[src/include/rdsm_pkg.sv]
// Constants for the dip/swell interrupt mask block: register map,
// field positions, reset values and bus response codes.
// Assumes a 32-bit AXI4-Lite register bus with word-aligned registers.
package rdsm_pkg;

  // ----------------------------------------------------------------
  // Register map
  // ----------------------------------------------------------------
  // Printed offsets are word indices; the byte address is four times the index
  localparam int unsigned ADDR_W = 16;
  localparam logic [13:0] ONE_CYCLE_EVENT_MASK_IDX = 14'h0407;
  localparam logic [13:0] HALF_CYCLE_EVENT_MASK_IDX = 14'h0408;

  // ----------------------------------------------------------------
  // Field layout
  // ----------------------------------------------------------------
  localparam int unsigned FC_W = 18;  // One-cycle mask bits 17..0
  localparam int unsigned HC_LSB = 18;  // Half-cycle swell bits 23..18
  localparam int unsigned HC_W = 6;
  localparam int unsigned PH3_I_SWELL_FC = 17;
  localparam int unsigned PH3_V_SWELL_FC = 16;
  localparam int unsigned PH2_I_SWELL_FC = 15;
  localparam int unsigned PH2_V_SWELL_FC = 14;
  localparam int unsigned PH1_I_SWELL_FC = 13;
  localparam int unsigned PH1_V_SWELL_FC = 12;
  localparam int unsigned EXTRA_DIP_FC_LSB = 6;  // Extra channels 5..0 at 11..6
  localparam int unsigned PHASE_DIP_FC_LSB = 0;  // Phase dips at 5..0

  // ----------------------------------------------------------------
  // Reset values
  // ----------------------------------------------------------------
  localparam logic [17:0] ONE_CYCLE_EVENT_MASK_RST = 18'h00000;
  localparam logic [5:0] HALF_CYCLE_EVENT_MASK_RST = 6'h00;

  // ----------------------------------------------------------------
  // Bus responses
  // ----------------------------------------------------------------
  localparam logic [1:0] RESP_OKAY = 2'h0;
  localparam logic [1:0] RESP_SLVERR = 2'h2;

endpackage

[src/design/rdsm_mask_regs.sv]
// Dip/swell interrupt enable masks for the per-channel RMS results,
// reached over AXI4-Lite, with one masked event request output.
// Assumes event conditions arrive as levels on aclk from the comparators.
//
// Operation
// - Bits 17,16 enable phase-3 current/voltage swell
// - Bits 15,14 enable phase-2 current/voltage swell
// - Bits 13,12 enable phase-1 current/voltage swell
// - Bits 11..6 enable extra channel dips
// - Bits 5..0 enable phase dips, fixed order
// - Half-cycle mask bits 31..24 read zero
// - Half-cycle bits 23..18 enable extra swells
//
// The AXI4-Lite register port was chosen for this implementation.
`timescale 1ns/100ps
`default_nettype none

module rdsm_mask_regs (
  // Clock and reset
  input wire logic aclk,
  input wire logic aresetn,
  // AXI4-Lite write address
  input wire logic [15:0] s_axi_awaddr,
  input wire logic s_axi_awvalid,
  output logic s_axi_awready,
  // AXI4-Lite write data
  input wire logic [31:0] s_axi_wdata,
  input wire logic [3:0] s_axi_wstrb,
  input wire logic s_axi_wvalid,
  output logic s_axi_wready,
  // AXI4-Lite write response
  output logic [1:0] s_axi_bresp,
  output logic s_axi_bvalid,
  input wire logic s_axi_bready,
  // AXI4-Lite read address
  input wire logic [15:0] s_axi_araddr,
  input wire logic s_axi_arvalid,
  output logic s_axi_arready,
  // AXI4-Lite read data
  output logic [31:0] s_axi_rdata,
  output logic [1:0] s_axi_rresp,
  output logic s_axi_rvalid,
  input wire logic s_axi_rready,
  // Event conditions from the comparators
  input wire logic [17:0] full_cycle_rms_events,
  input wire logic [5:0] half_period_rms_swells,
  // Masked request towards the interrupt pins
  output logic dip_swell_irq
);

  // ----------------------------------------------------------------
  // State
  // ----------------------------------------------------------------
  typedef struct packed {
    logic awready;
    logic wready;
    logic aw_held;
    logic w_held;
    logic [15:0] awaddr;
    logic [31:0] wdata;
    logic [3:0] wstrb;
    logic bvalid;
    logic [1:0] bresp;
    logic arready;
    logic rvalid;
    logic [31:0] rdata;
    logic [1:0] rresp;
    logic [17:0] one_cycle_event_mask;
    logic [5:0] half_cycle_event_mask;
    logic irq;
  } rdsm_state_t;

  rdsm_state_t state;
  rdsm_state_t next_state;

  // ----------------------------------------------------------------
  // Named enables
  // ----------------------------------------------------------------
  // One signal per event source: each mask bit's position is fixed in
  // exactly one place, so a misplaced field shows up here alone
  logic ph3_current_swell_fc_en;
  logic ph3_voltage_swell_fc_en;
  logic ph2_current_swell_fc_en;
  logic ph2_voltage_swell_fc_en;
  logic ph1_current_swell_fc_en;
  logic ph1_voltage_swell_fc_en;
  logic extra5_dip_fc_en;
  logic extra4_dip_fc_en;
  logic extra3_dip_fc_en;
  logic extra2_dip_fc_en;
  logic extra1_dip_fc_en;
  logic extra0_dip_fc_en;
  logic ph3_current_dip_fc_en;
  logic ph3_voltage_dip_fc_en;
  logic ph2_current_dip_fc_en;
  logic ph2_voltage_dip_fc_en;
  logic ph1_current_dip_fc_en;
  logic ph1_voltage_dip_fc_en;
  logic extra5_swell_hc_en;
  logic extra4_swell_hc_en;
  logic extra3_swell_hc_en;
  logic extra2_swell_hc_en;
  logic extra1_swell_hc_en;
  logic extra0_swell_hc_en;
  logic [17:0] fc_enables;
  logic [5:0] hc_enables;

  // Phase swells judged on one-cycle RMS
  assign ph3_current_swell_fc_en =
    state.one_cycle_event_mask[rdsm_pkg::PH3_I_SWELL_FC];
  assign ph3_voltage_swell_fc_en =
    state.one_cycle_event_mask[rdsm_pkg::PH3_V_SWELL_FC];
  assign ph2_current_swell_fc_en =
    state.one_cycle_event_mask[rdsm_pkg::PH2_I_SWELL_FC];
  assign ph2_voltage_swell_fc_en =
    state.one_cycle_event_mask[rdsm_pkg::PH2_V_SWELL_FC];
  assign ph1_current_swell_fc_en =
    state.one_cycle_event_mask[rdsm_pkg::PH1_I_SWELL_FC];
  assign ph1_voltage_swell_fc_en =
    state.one_cycle_event_mask[rdsm_pkg::PH1_V_SWELL_FC];

  // Extra channel dips, channel 5 at the top
  assign extra5_dip_fc_en =
    state.one_cycle_event_mask[rdsm_pkg::EXTRA_DIP_FC_LSB + 5];
  assign extra4_dip_fc_en =
    state.one_cycle_event_mask[rdsm_pkg::EXTRA_DIP_FC_LSB + 4];
  assign extra3_dip_fc_en =
    state.one_cycle_event_mask[rdsm_pkg::EXTRA_DIP_FC_LSB + 3];
  assign extra2_dip_fc_en =
    state.one_cycle_event_mask[rdsm_pkg::EXTRA_DIP_FC_LSB + 2];
  assign extra1_dip_fc_en =
    state.one_cycle_event_mask[rdsm_pkg::EXTRA_DIP_FC_LSB + 1];
  assign extra0_dip_fc_en =
    state.one_cycle_event_mask[rdsm_pkg::EXTRA_DIP_FC_LSB];

  // Phase dips, phase 3 current at the top
  assign ph3_current_dip_fc_en =
    state.one_cycle_event_mask[rdsm_pkg::PHASE_DIP_FC_LSB + 5];
  assign ph3_voltage_dip_fc_en =
    state.one_cycle_event_mask[rdsm_pkg::PHASE_DIP_FC_LSB + 4];
  assign ph2_current_dip_fc_en =
    state.one_cycle_event_mask[rdsm_pkg::PHASE_DIP_FC_LSB + 3];
  assign ph2_voltage_dip_fc_en =
    state.one_cycle_event_mask[rdsm_pkg::PHASE_DIP_FC_LSB + 2];
  assign ph1_current_dip_fc_en =
    state.one_cycle_event_mask[rdsm_pkg::PHASE_DIP_FC_LSB + 1];
  assign ph1_voltage_dip_fc_en =
    state.one_cycle_event_mask[rdsm_pkg::PHASE_DIP_FC_LSB];

  // Extra channel swells judged on half-cycle RMS
  assign extra5_swell_hc_en =
    state.half_cycle_event_mask[5];
  assign extra4_swell_hc_en =
    state.half_cycle_event_mask[4];
  assign extra3_swell_hc_en =
    state.half_cycle_event_mask[3];
  assign extra2_swell_hc_en =
    state.half_cycle_event_mask[2];
  assign extra1_swell_hc_en =
    state.half_cycle_event_mask[1];
  assign extra0_swell_hc_en =
    state.half_cycle_event_mask[0];

  // Gathered back so that bit n lines up with event input n
  assign fc_enables = {
    ph3_current_swell_fc_en, ph3_voltage_swell_fc_en,
    ph2_current_swell_fc_en, ph2_voltage_swell_fc_en,
    ph1_current_swell_fc_en, ph1_voltage_swell_fc_en,
    extra5_dip_fc_en, extra4_dip_fc_en, extra3_dip_fc_en,
    extra2_dip_fc_en, extra1_dip_fc_en, extra0_dip_fc_en,
    ph3_current_dip_fc_en, ph3_voltage_dip_fc_en,
    ph2_current_dip_fc_en, ph2_voltage_dip_fc_en,
    ph1_current_dip_fc_en, ph1_voltage_dip_fc_en
  };
  assign hc_enables = {
    extra5_swell_hc_en, extra4_swell_hc_en, extra3_swell_hc_en,
    extra2_swell_hc_en, extra1_swell_hc_en, extra0_swell_hc_en
  };

  // ----------------------------------------------------------------
  // Helpers
  // ----------------------------------------------------------------
  // 0: unmapped, 1: one-cycle mask, 2: half-cycle mask
  function automatic logic [1:0] decode(input logic [15:0] addr);
    if (addr[15:2] == rdsm_pkg::ONE_CYCLE_EVENT_MASK_IDX) begin
      decode = 2'h1;
    end else if (addr[15:2] == rdsm_pkg::HALF_CYCLE_EVENT_MASK_IDX) begin
      decode = 2'h2;
    end else begin
      decode = 2'h0;
    end
  endfunction

  // Byte-lane merge of a write into an old word
  function automatic logic [31:0] merge(input logic [31:0] old_word,
                                        input logic [31:0] new_word,
                                        input logic [3:0] strb);
    logic [31:0] res;
    res = old_word;
    for (int i = 0; i < 4; i++) begin
      if (strb[i]) begin
        res[i*8 +: 8] = new_word[i*8 +: 8];
      end
    end
    merge = res;
  endfunction

  // Register images as software sees them; unimplemented bits read zero
  function automatic logic [31:0] image(input logic [1:0] sel,
                                        input logic [17:0] fc,
                                        input logic [5:0] hc);
    case (sel)
      2'h1: image = {14'h0000, fc};
      2'h2: image = {8'h00, hc, 18'h00000};
      default: image = 32'h00000000;
    endcase
  endfunction

  // ----------------------------------------------------------------
  // Next state
  // ----------------------------------------------------------------
  always_comb begin
    logic [1:0] wsel;
    logic [1:0] rsel;
    logic [31:0] wword;
    wsel = 2'h0;
    rsel = 2'h0;
    wword = 32'h00000000;
    next_state = state;

    // Address and data are taken independently, in either order
    if (s_axi_awvalid && state.awready) begin
      next_state.aw_held = 1'b1;
      next_state.awaddr = s_axi_awaddr;
    end
    if (s_axi_wvalid && state.wready) begin
      next_state.w_held = 1'b1;
      next_state.wdata = s_axi_wdata;
      next_state.wstrb = s_axi_wstrb;
    end

    // Write commits one cycle after both halves are held
    if (state.aw_held && state.w_held && !state.bvalid) begin
      wsel = decode(state.awaddr);
      wword = merge(image(wsel, state.one_cycle_event_mask,
                          state.half_cycle_event_mask),
                    state.wdata, state.wstrb);
      case (wsel)
        2'h1: begin
          // Swell enables 17..12, extra dips 11..6, phase dips 5..0
          next_state.one_cycle_event_mask = wword[rdsm_pkg::FC_W-1:0];
          next_state.bresp = rdsm_pkg::RESP_OKAY;
        end
        2'h2: begin
          // Reserved top byte is dropped so it always reads zero
          next_state.half_cycle_event_mask =
            wword[rdsm_pkg::HC_LSB +: rdsm_pkg::HC_W];
          next_state.bresp = rdsm_pkg::RESP_OKAY;
        end
        default: begin
          next_state.bresp = rdsm_pkg::RESP_SLVERR;
        end
      endcase
      next_state.bvalid = 1'b1;
      next_state.aw_held = 1'b0;
      next_state.w_held = 1'b0;
    end
    if (state.bvalid && s_axi_bready) begin
      next_state.bvalid = 1'b0;
    end
    // Hold off new halves until the response has gone
    next_state.awready = !next_state.aw_held && !next_state.bvalid;
    next_state.wready = !next_state.w_held && !next_state.bvalid;

    // Reads answer in the cycle after the address is taken
    if (s_axi_arvalid && state.arready) begin
      rsel = decode(s_axi_araddr);
      next_state.rdata = image(rsel, state.one_cycle_event_mask,
                               state.half_cycle_event_mask);
      next_state.rresp = (rsel == 2'h0) ? rdsm_pkg::RESP_SLVERR : rdsm_pkg::RESP_OKAY;
      next_state.rvalid = 1'b1;
    end
    if (state.rvalid && s_axi_rready) begin
      next_state.rvalid = 1'b0;
    end
    next_state.arready = !next_state.rvalid;

    // Events pass only through enabled mask bits
    next_state.irq = |(full_cycle_rms_events & fc_enables) |
                     |(half_period_rms_swells & hc_enables);
  end

  // ----------------------------------------------------------------
  // Registers
  // ----------------------------------------------------------------
  always_ff @(posedge aclk) begin
    if (!aresetn) begin
      state <= '0;
      state.one_cycle_event_mask <= rdsm_pkg::ONE_CYCLE_EVENT_MASK_RST;
      state.half_cycle_event_mask <= rdsm_pkg::HALF_CYCLE_EVENT_MASK_RST;
    end else begin
      state <= next_state;
    end
  end

  // ----------------------------------------------------------------
  // Outputs
  // ----------------------------------------------------------------
  assign s_axi_awready = state.awready;
  assign s_axi_wready = state.wready;
  assign s_axi_bresp = state.bresp;
  assign s_axi_bvalid = state.bvalid;
  assign s_axi_arready = state.arready;
  assign s_axi_rdata = state.rdata;
  assign s_axi_rresp = state.rresp;
  assign s_axi_rvalid = state.rvalid;
  assign dip_swell_irq = state.irq;

endmodule // rdsm_mask_regs

`default_nettype wire

[config.mk]
export PLATFORM = sky130hd
export DESIGN_NAME = rdsm_mask_regs
export DESIGN_NICKNAME = d
export VERILOG_FILES = /design/src/include/rdsm_pkg.sv /design/src/design/rdsm_mask_regs.sv
export SDC_FILE = /design/constraint.sdc
export NUM_CORES = 1
export LEC_CHECK = 0
export ABC_AREA = 1
export BUFFER_PORTS_ARGS = -buffer_cell sky130_fd_sc_hd__buf_4
export CAP_MARGIN = 20
export CORE_MARGIN = 8
export CORE_UTILIZATION = 46
export DETAILED_ROUTE_END_ITERATION = 10
export GPL_TIMING_DRIVEN = 0
export PLACE_DENSITY_LB_ADDON = 0.15
export SETUP_SLACK_MARGIN = 0.2
export SLEW_MARGIN = 10
export SYNTH_ARGS = -nofsm -noshare
export SYNTH_HDL_FRONTEND = slang
export SYNTH_SLANG_ARGS = --single-unit
[constraint.sdc]
create_clock -name aclk -period 1.13 [get_ports aclk]
set_input_delay 0.1695 -clock aclk [delete_from_list [all_inputs] [get_ports aclk]]
set_output_delay 0.1695 -clock aclk [all_outputs]
set_load 0.005 [all_outputs]
; ---- Word-level counts from Yosys, hierarchy flattened
; Index checks and enable logic that the tools add are counted.
[totals]
register_bits = 111
latch_bits = 0
ram_bits = 0
mem_bits_ro = 0
out_inout_bits = 42
elab_cells = 75
n_memories = 0
[op_classes]
addsub = 0
mul = 0
div = 0
magnitude_cmp = 0
n_eq_ne = 9
shifts = 0
muxes = 20
bitwise_logic = 3
reduce_logical = 25
[op_table]
columns = op, n
row1 = $eq 14x11->1 const B, 4
row2 = $pmux 24 s2, 1
row3 = $mux 35, 1
row4 = $mux 24, 1
row5 = $mux 8, 3
row6 = $and 18x18->18, 1
row7 = $mux 2, 9
row8 = $reduce_or 18->1, 1
row9 = $reduce_and 3->1, 4
row10 = $logic_and 1x1->1, 9
row11 = $and 6x6->6, 1
row12 = $reduce_bool 2->1, 3
row13 = $reduce_or 6->1, 1
row14 = $logic_not 1->1, 5
row15 = $eq 2x1->1 const B, 2
row16 = $eq 2x2->1 const B, 2
row17 = $mux 1, 4
row18 = $mux 3, 1
row19 = $logic_not 2->1, 1
row20 = $ne 2x2->1 const B, 1
row21 = $reduce_or 2->1, 1
row22 = $or 1x1->1, 1

; ---- Depth between registers and ports, before layout
[depth]
depth_word = 11
ltp_mapped = 9
depth_no_buf = 8

; ---- Worst setup path after synthesis
; Ideal clock, no wire load.
[synth_timing]
path_type = flip-flop to flip-flop
start = register state[106] (netlist bit)
end = register state (netlist bit fc_enables[0])
arrival_ns = 1.055
required_ns = 1.017
path_slack_ns = -0.038
path_stages_with_launch = 8
synth_period_minus_slack_ns = 1.168
path_cell_list = dfxtp_1 nor2_2 nand2_4 nor2_8 nand3_4 buf_6 nor2_1 nor2_1
[synth_via]
elab_chain_cells = 7
[synth_rtl]
columns = item, line_no
row1 = start: declaration, rdsm_mask_regs.sv:73  ; rdsm_state_t state;
row2 = start signal: assignment, rdsm_mask_regs.sv:302  ; state <= next_state;
row3 = $eq 14x11->1, rdsm_mask_regs.sv:187  ; end else if (addr[15:2] == rdsm_pkg::HALF_CYCLE_EVENT_MASK_IDX) begin
row4 = $mux 2, rdsm_mask_regs.sv:187
row5 = $mux 2 (*), rdsm_mask_regs.sv:185  ; if (addr[15:2] == rdsm_pkg::ONE_CYCLE_EVENT_MASK_IDX) begin
row6 = $mux 2 (*), rdsm_mask_regs.sv:243  ; if (state.aw_held && state.w_held && !state.bvalid) begin
row7 = $eq 2x2->1, n/a
row8 = $reduce_bool 2->1 (no source line), n/a
row9 = $reduce_and 3->1 (no source line) (*), n/a
; Mark *: on every way between the ends. The rest lies on a longest branch, timed or not. The select of a mux whose other input is x is not followed.
; A chain may end at the register's enable or synchronous reset.

; ---- Final worst setup path
[layout_timing]
start = register state[103] (netlist bit)
end = register state (netlist bit fc_enables[2])
; Same word-level chain as after synthesis.

==> results by stage <==
Clock tree:
- The total clock sinks is 99.
- Clock latency on the worst-skew pair, taken at its later pin, is 0.38 ns.
- In this run the clock root is driven by a sky130_fd_sc_hd__clkbuf_8.
- The maximum number of buffers from clock root to sink is 2.
- TritonCTS created 9 clock buffers.
- The clock tree from TritonCTS is built.
- After clock tree synthesis, the clock-pin slew on the worst setup and hold paths is 0.11 ns.
- The deepest level of the CTS H-tree is 3.
- The hold buffer count at cts is 0.

STA:
- The transition time at the pin with the least slew margin is ~0.65 ns.
- The time the worst path needs with I/O delays and setup is 1.31 ns.
- Setup repair after global routing could not meet its margin everywhere.
- The setup clock skew after layout is 0.0132 ns.
- Final hold analysis gives a worst-case slack of 0.0182 ns.
- The number of pins exceeding their max-slew limit in the final report was 0.
- The number of hold violations in the final report is 0.
- Dividing the final minimum period by the clock period gives 116%.
- The setup violation total in the final timing report is 25.
- The worst setup margin is -0.181 ns.
- The highest clock frequency the design can meet is around 760 MHz.
- Measured against its own limit, the worst slew margin works out to 56.8%.

Critical path:
- The sort of element at the end of the critical path is a flop.
- The register-to-register setup slack is -0.18 ns.
- Data on the critical path arrives at its endpoint at 1.62 ns.
- The critical path in this run is classified as reg -> reg.
- The depth of the worst register-to-register path is 9.
- The worst path required time is 1.43 ns.
- The startpoint of the worst register-to-register path is state[103].
- The endpoint of the most critical register-to-register path is fc_enables[2].
- The biggest fanout along the worst timing path is 5.
- The launching element type of the critical path is a flop.

Floorplanning:
- Pin placement for this block handled 141 I/O pins.
- The vertical die dimension is 113 um.
- Row generation in the floorplan step produced 35 rows.
- Once the floorplan was initialized, standard cells occupied 47.1% of the core.
- The die covers 12700 sq um.
- The die span in x is 113 um.
- The region available for standard cell placement spans 9150 sq um.

Hold path:
- The sink of the worst hold path is state[77].
- Along the worst hold path, the cell count comes to 3.
- The worst hold-check path type is in -> reg.
- In this run the most critical hold path is launched from s_axi_wdata[9].

Route:
- The count of routing violations after the opening detailed-route iteration is 213.
- The routed wirelength normalized by instance count is 16.1 um.
- The count of antenna-violating nets left after detailed routing is 0.
- The detail-routed via count per cell is 5.01.
- The detailed router placed 4522 vias in this run.
- The pre-antenna-repair detailed-routing pass consisted of 4 iterations.
- The total length of routed wires is 14.5 mm.
- The number of design rule violations left after detail routing is 0.

Placement:
- The final estimated routing congestion in global placement is 0.853.
- OpenSTA, run right after detailed placement, puts the worst setup slack at -0.216 ns.
- Detailed placement finished with a half-perimeter wire length of 9.09 mm.
- The placed standard-cell area is 5430 sq um.
- The total of buffers placed on input and output ports is between 100 and 150.

Yosys:
- Counting instances in the post-synthesis netlist gives the leading cell types as sky130_fd_sc_hd__nor2_1, sky130_fd_sc_hd__dfxtp_1, sky130_fd_sc_hd__nand2_1.
- In the synthesized netlist the async set-or-reset flop fraction comes to 0%.
- The count of distinct cell types in the synthesized netlist is 23.
- The Yosys step of the flow raised 0 warnings.
- The synthesized netlist occupies a cell area of between 4000 and 5000 sq um.
- The post-synthesis instance total is 600.
- The most used flip-flop cell after synthesis is sky130_fd_sc_hd__dfxtp_1.
- The number of flops mapped to enable cells by yosys is 0.
- The leading cell type by number of instances after synthesis is sky130_fd_sc_hd__nor2_1.
- Sequential cells were found to cover 46.0% of the synthesized design area.
- The share of the synthesized area in the top cell type is 46.0%.
- sky130_fd_sc_hd__dfxtp_1 takes more of the synthesized area than any other cell.
- After synthesis, the mean cell area works out to slightly above 7 sq um.
- By area the synthesized netlist is led by sky130_fd_sc_hd__dfxtp_1, sky130_fd_sc_hd__nor2_1, sky130_fd_sc_hd__o21ai_0.
- The flop and latch count out of synthesis is 99.

Final layout:
- 0 antenna diodes ended up in the layout.
- Relative to the synthesized area, the layout overhead comes to 63.9%.
- The cell area after layout is around 7000 sq um.
- The number of nets in the final layout is 886.
- The share of cells above drive strength 1 is 54.5%.
- The post-layout utilization of the core is 77.2%.

Run status:
- The run finished, with violations left.
- The final reports fail on setup timing.

GRT:
- The first global-routing pass estimated 20.5 mm of wire.
- The via count of the first global-routing pass is 4266.
- Summed over all layers, the global routing overflow is 0.
- The global-route usage over all layers is 19.8%.
- The number of antenna violations at the first check in global routing is 0.
- Entering global routing, the biggest net connects 19 pins.

Pwr:
- The total power divided by cell area is 1130 nW/um^2.
- The leakage power total is 0.00319 uW.
- The peak supply drop is 0.661 mV.

Job:
- The number of violations of the max-capacitance limit is 0.
[placed cells by master, fill, tap and decap left out, types with 12 or more instances in the layout]
master                    count
sky130_fd_sc_hd__a21oi_1     30
sky130_fd_sc_hd__buf_4      132
sky130_fd_sc_hd__buf_6       72
sky130_fd_sc_hd__buf_8       12
sky130_fd_sc_hd__dfxtp_1     55
sky130_fd_sc_hd__dfxtp_2     41
sky130_fd_sc_hd__inv_1       36
sky130_fd_sc_hd__nand2_1     74
sky130_fd_sc_hd__nand2_2     18
sky130_fd_sc_hd__nand3_1     26
sky130_fd_sc_hd__nor2_1      92
sky130_fd_sc_hd__nor2_2      33
sky130_fd_sc_hd__nor2_4      16
sky130_fd_sc_hd__o21ai_1     25
sky130_fd_sc_hd__o21ai_2     35
[cell type report]
cell class	count	area, sq um
clock buffers	9	124
flip-flops and latches	99	2040
multi-input cells	402	2360
plain buffers	64	656
fillers	612	2080
repair buffers	166	1460
clock inverters	7	83.8
well taps	111	139
inverters	45	201
[worst max-delay path by stage]
stage / slack, ns / start / cells past startpoint / to
finish: -0.18 / state[103] / 9 / fc_enables[2]
global route: -0.26 / state[103] / 9 / fc_enables[7]
CTS: -0.17 / state[104] / 9 / fc_enables[7]
global placement: -0.17 / state[104] / 8 / fc_enables[1]
floorplan: -0.03 / state[107] / 7 / fc_enables[1]
detailed placement: -0.22 / state[104] / 8 / fc_enables[1]
[timing repair]
item | 4_1_cts | 5_1_grt
setup endpoints to repair | 119 | 122
resized for setup | 236 | 152
pin swaps | 22 | 46
setup buffers | 15 | 27
cloned | 7 | 2
[worst max-delay path, stage by stage, from the launching register on]
cell                      delay (ns)
sky130_fd_sc_hd__dfxtp_2        0.36
sky130_fd_sc_hd__nand2_1        0.06
sky130_fd_sc_hd__inv_1          0.07
sky130_fd_sc_hd__nand2_2        0.10
sky130_fd_sc_hd__nor2_8         0.15
sky130_fd_sc_hd__nand3_4        0.12
sky130_fd_sc_hd__buf_6          0.16
sky130_fd_sc_hd__nand2_1        0.06
sky130_fd_sc_hd__nand2_1        0.06
sky130_fd_sc_hd__nor2_1         0.10
[power by group]
part / switching, uW / internal (uW)
clock network: 1370 / 1060
logic: 739 / 955
registers: 174 / 3710
total: 2280 / 5730
[logic make-up (layout without fill, tap and decap cells)]
family,count (synthesis),count (layout),synth area share (%)
other cells,1,10,0.0870
buf+inv,109,291,13.3
simple gates,281,282,27.9
compound gates,110,110,12.8
flops,99,99,46.0
[metal layers]
layer	GRT usage (%)	part of all wire (%)
met2	34.6	52
met5	0	0
met1	23.4	40
met4	7.28	2.1
met3	3.94	6.2
[metrics by stage]
stage               cells  TNS (ns)  total power [uW]
floorplan             609    -0.333              4410
global placement      836     -3.97              4880
detailed placement    836     -5.85              4910
CTS                   874     -3.23              7600
global route          903     -4.99              8280
finish                903     -3.01              8010
[flip-flops by register name, indices dropped and copies added, names as in the netlist]
register,cells
s_axi_rresp,1
s_axi_awready,1
s_axi_rvalid,1
s_axi_bresp,1
s_axi_arready,1
fc_enables,18
state,43
s_axi_bvalid,1
s_axi_rdata,24
dip_swell_irq,1
s_axi_wready,1
hc_enables,6
No activity file was read; power rests on OpenSTA's default activity.
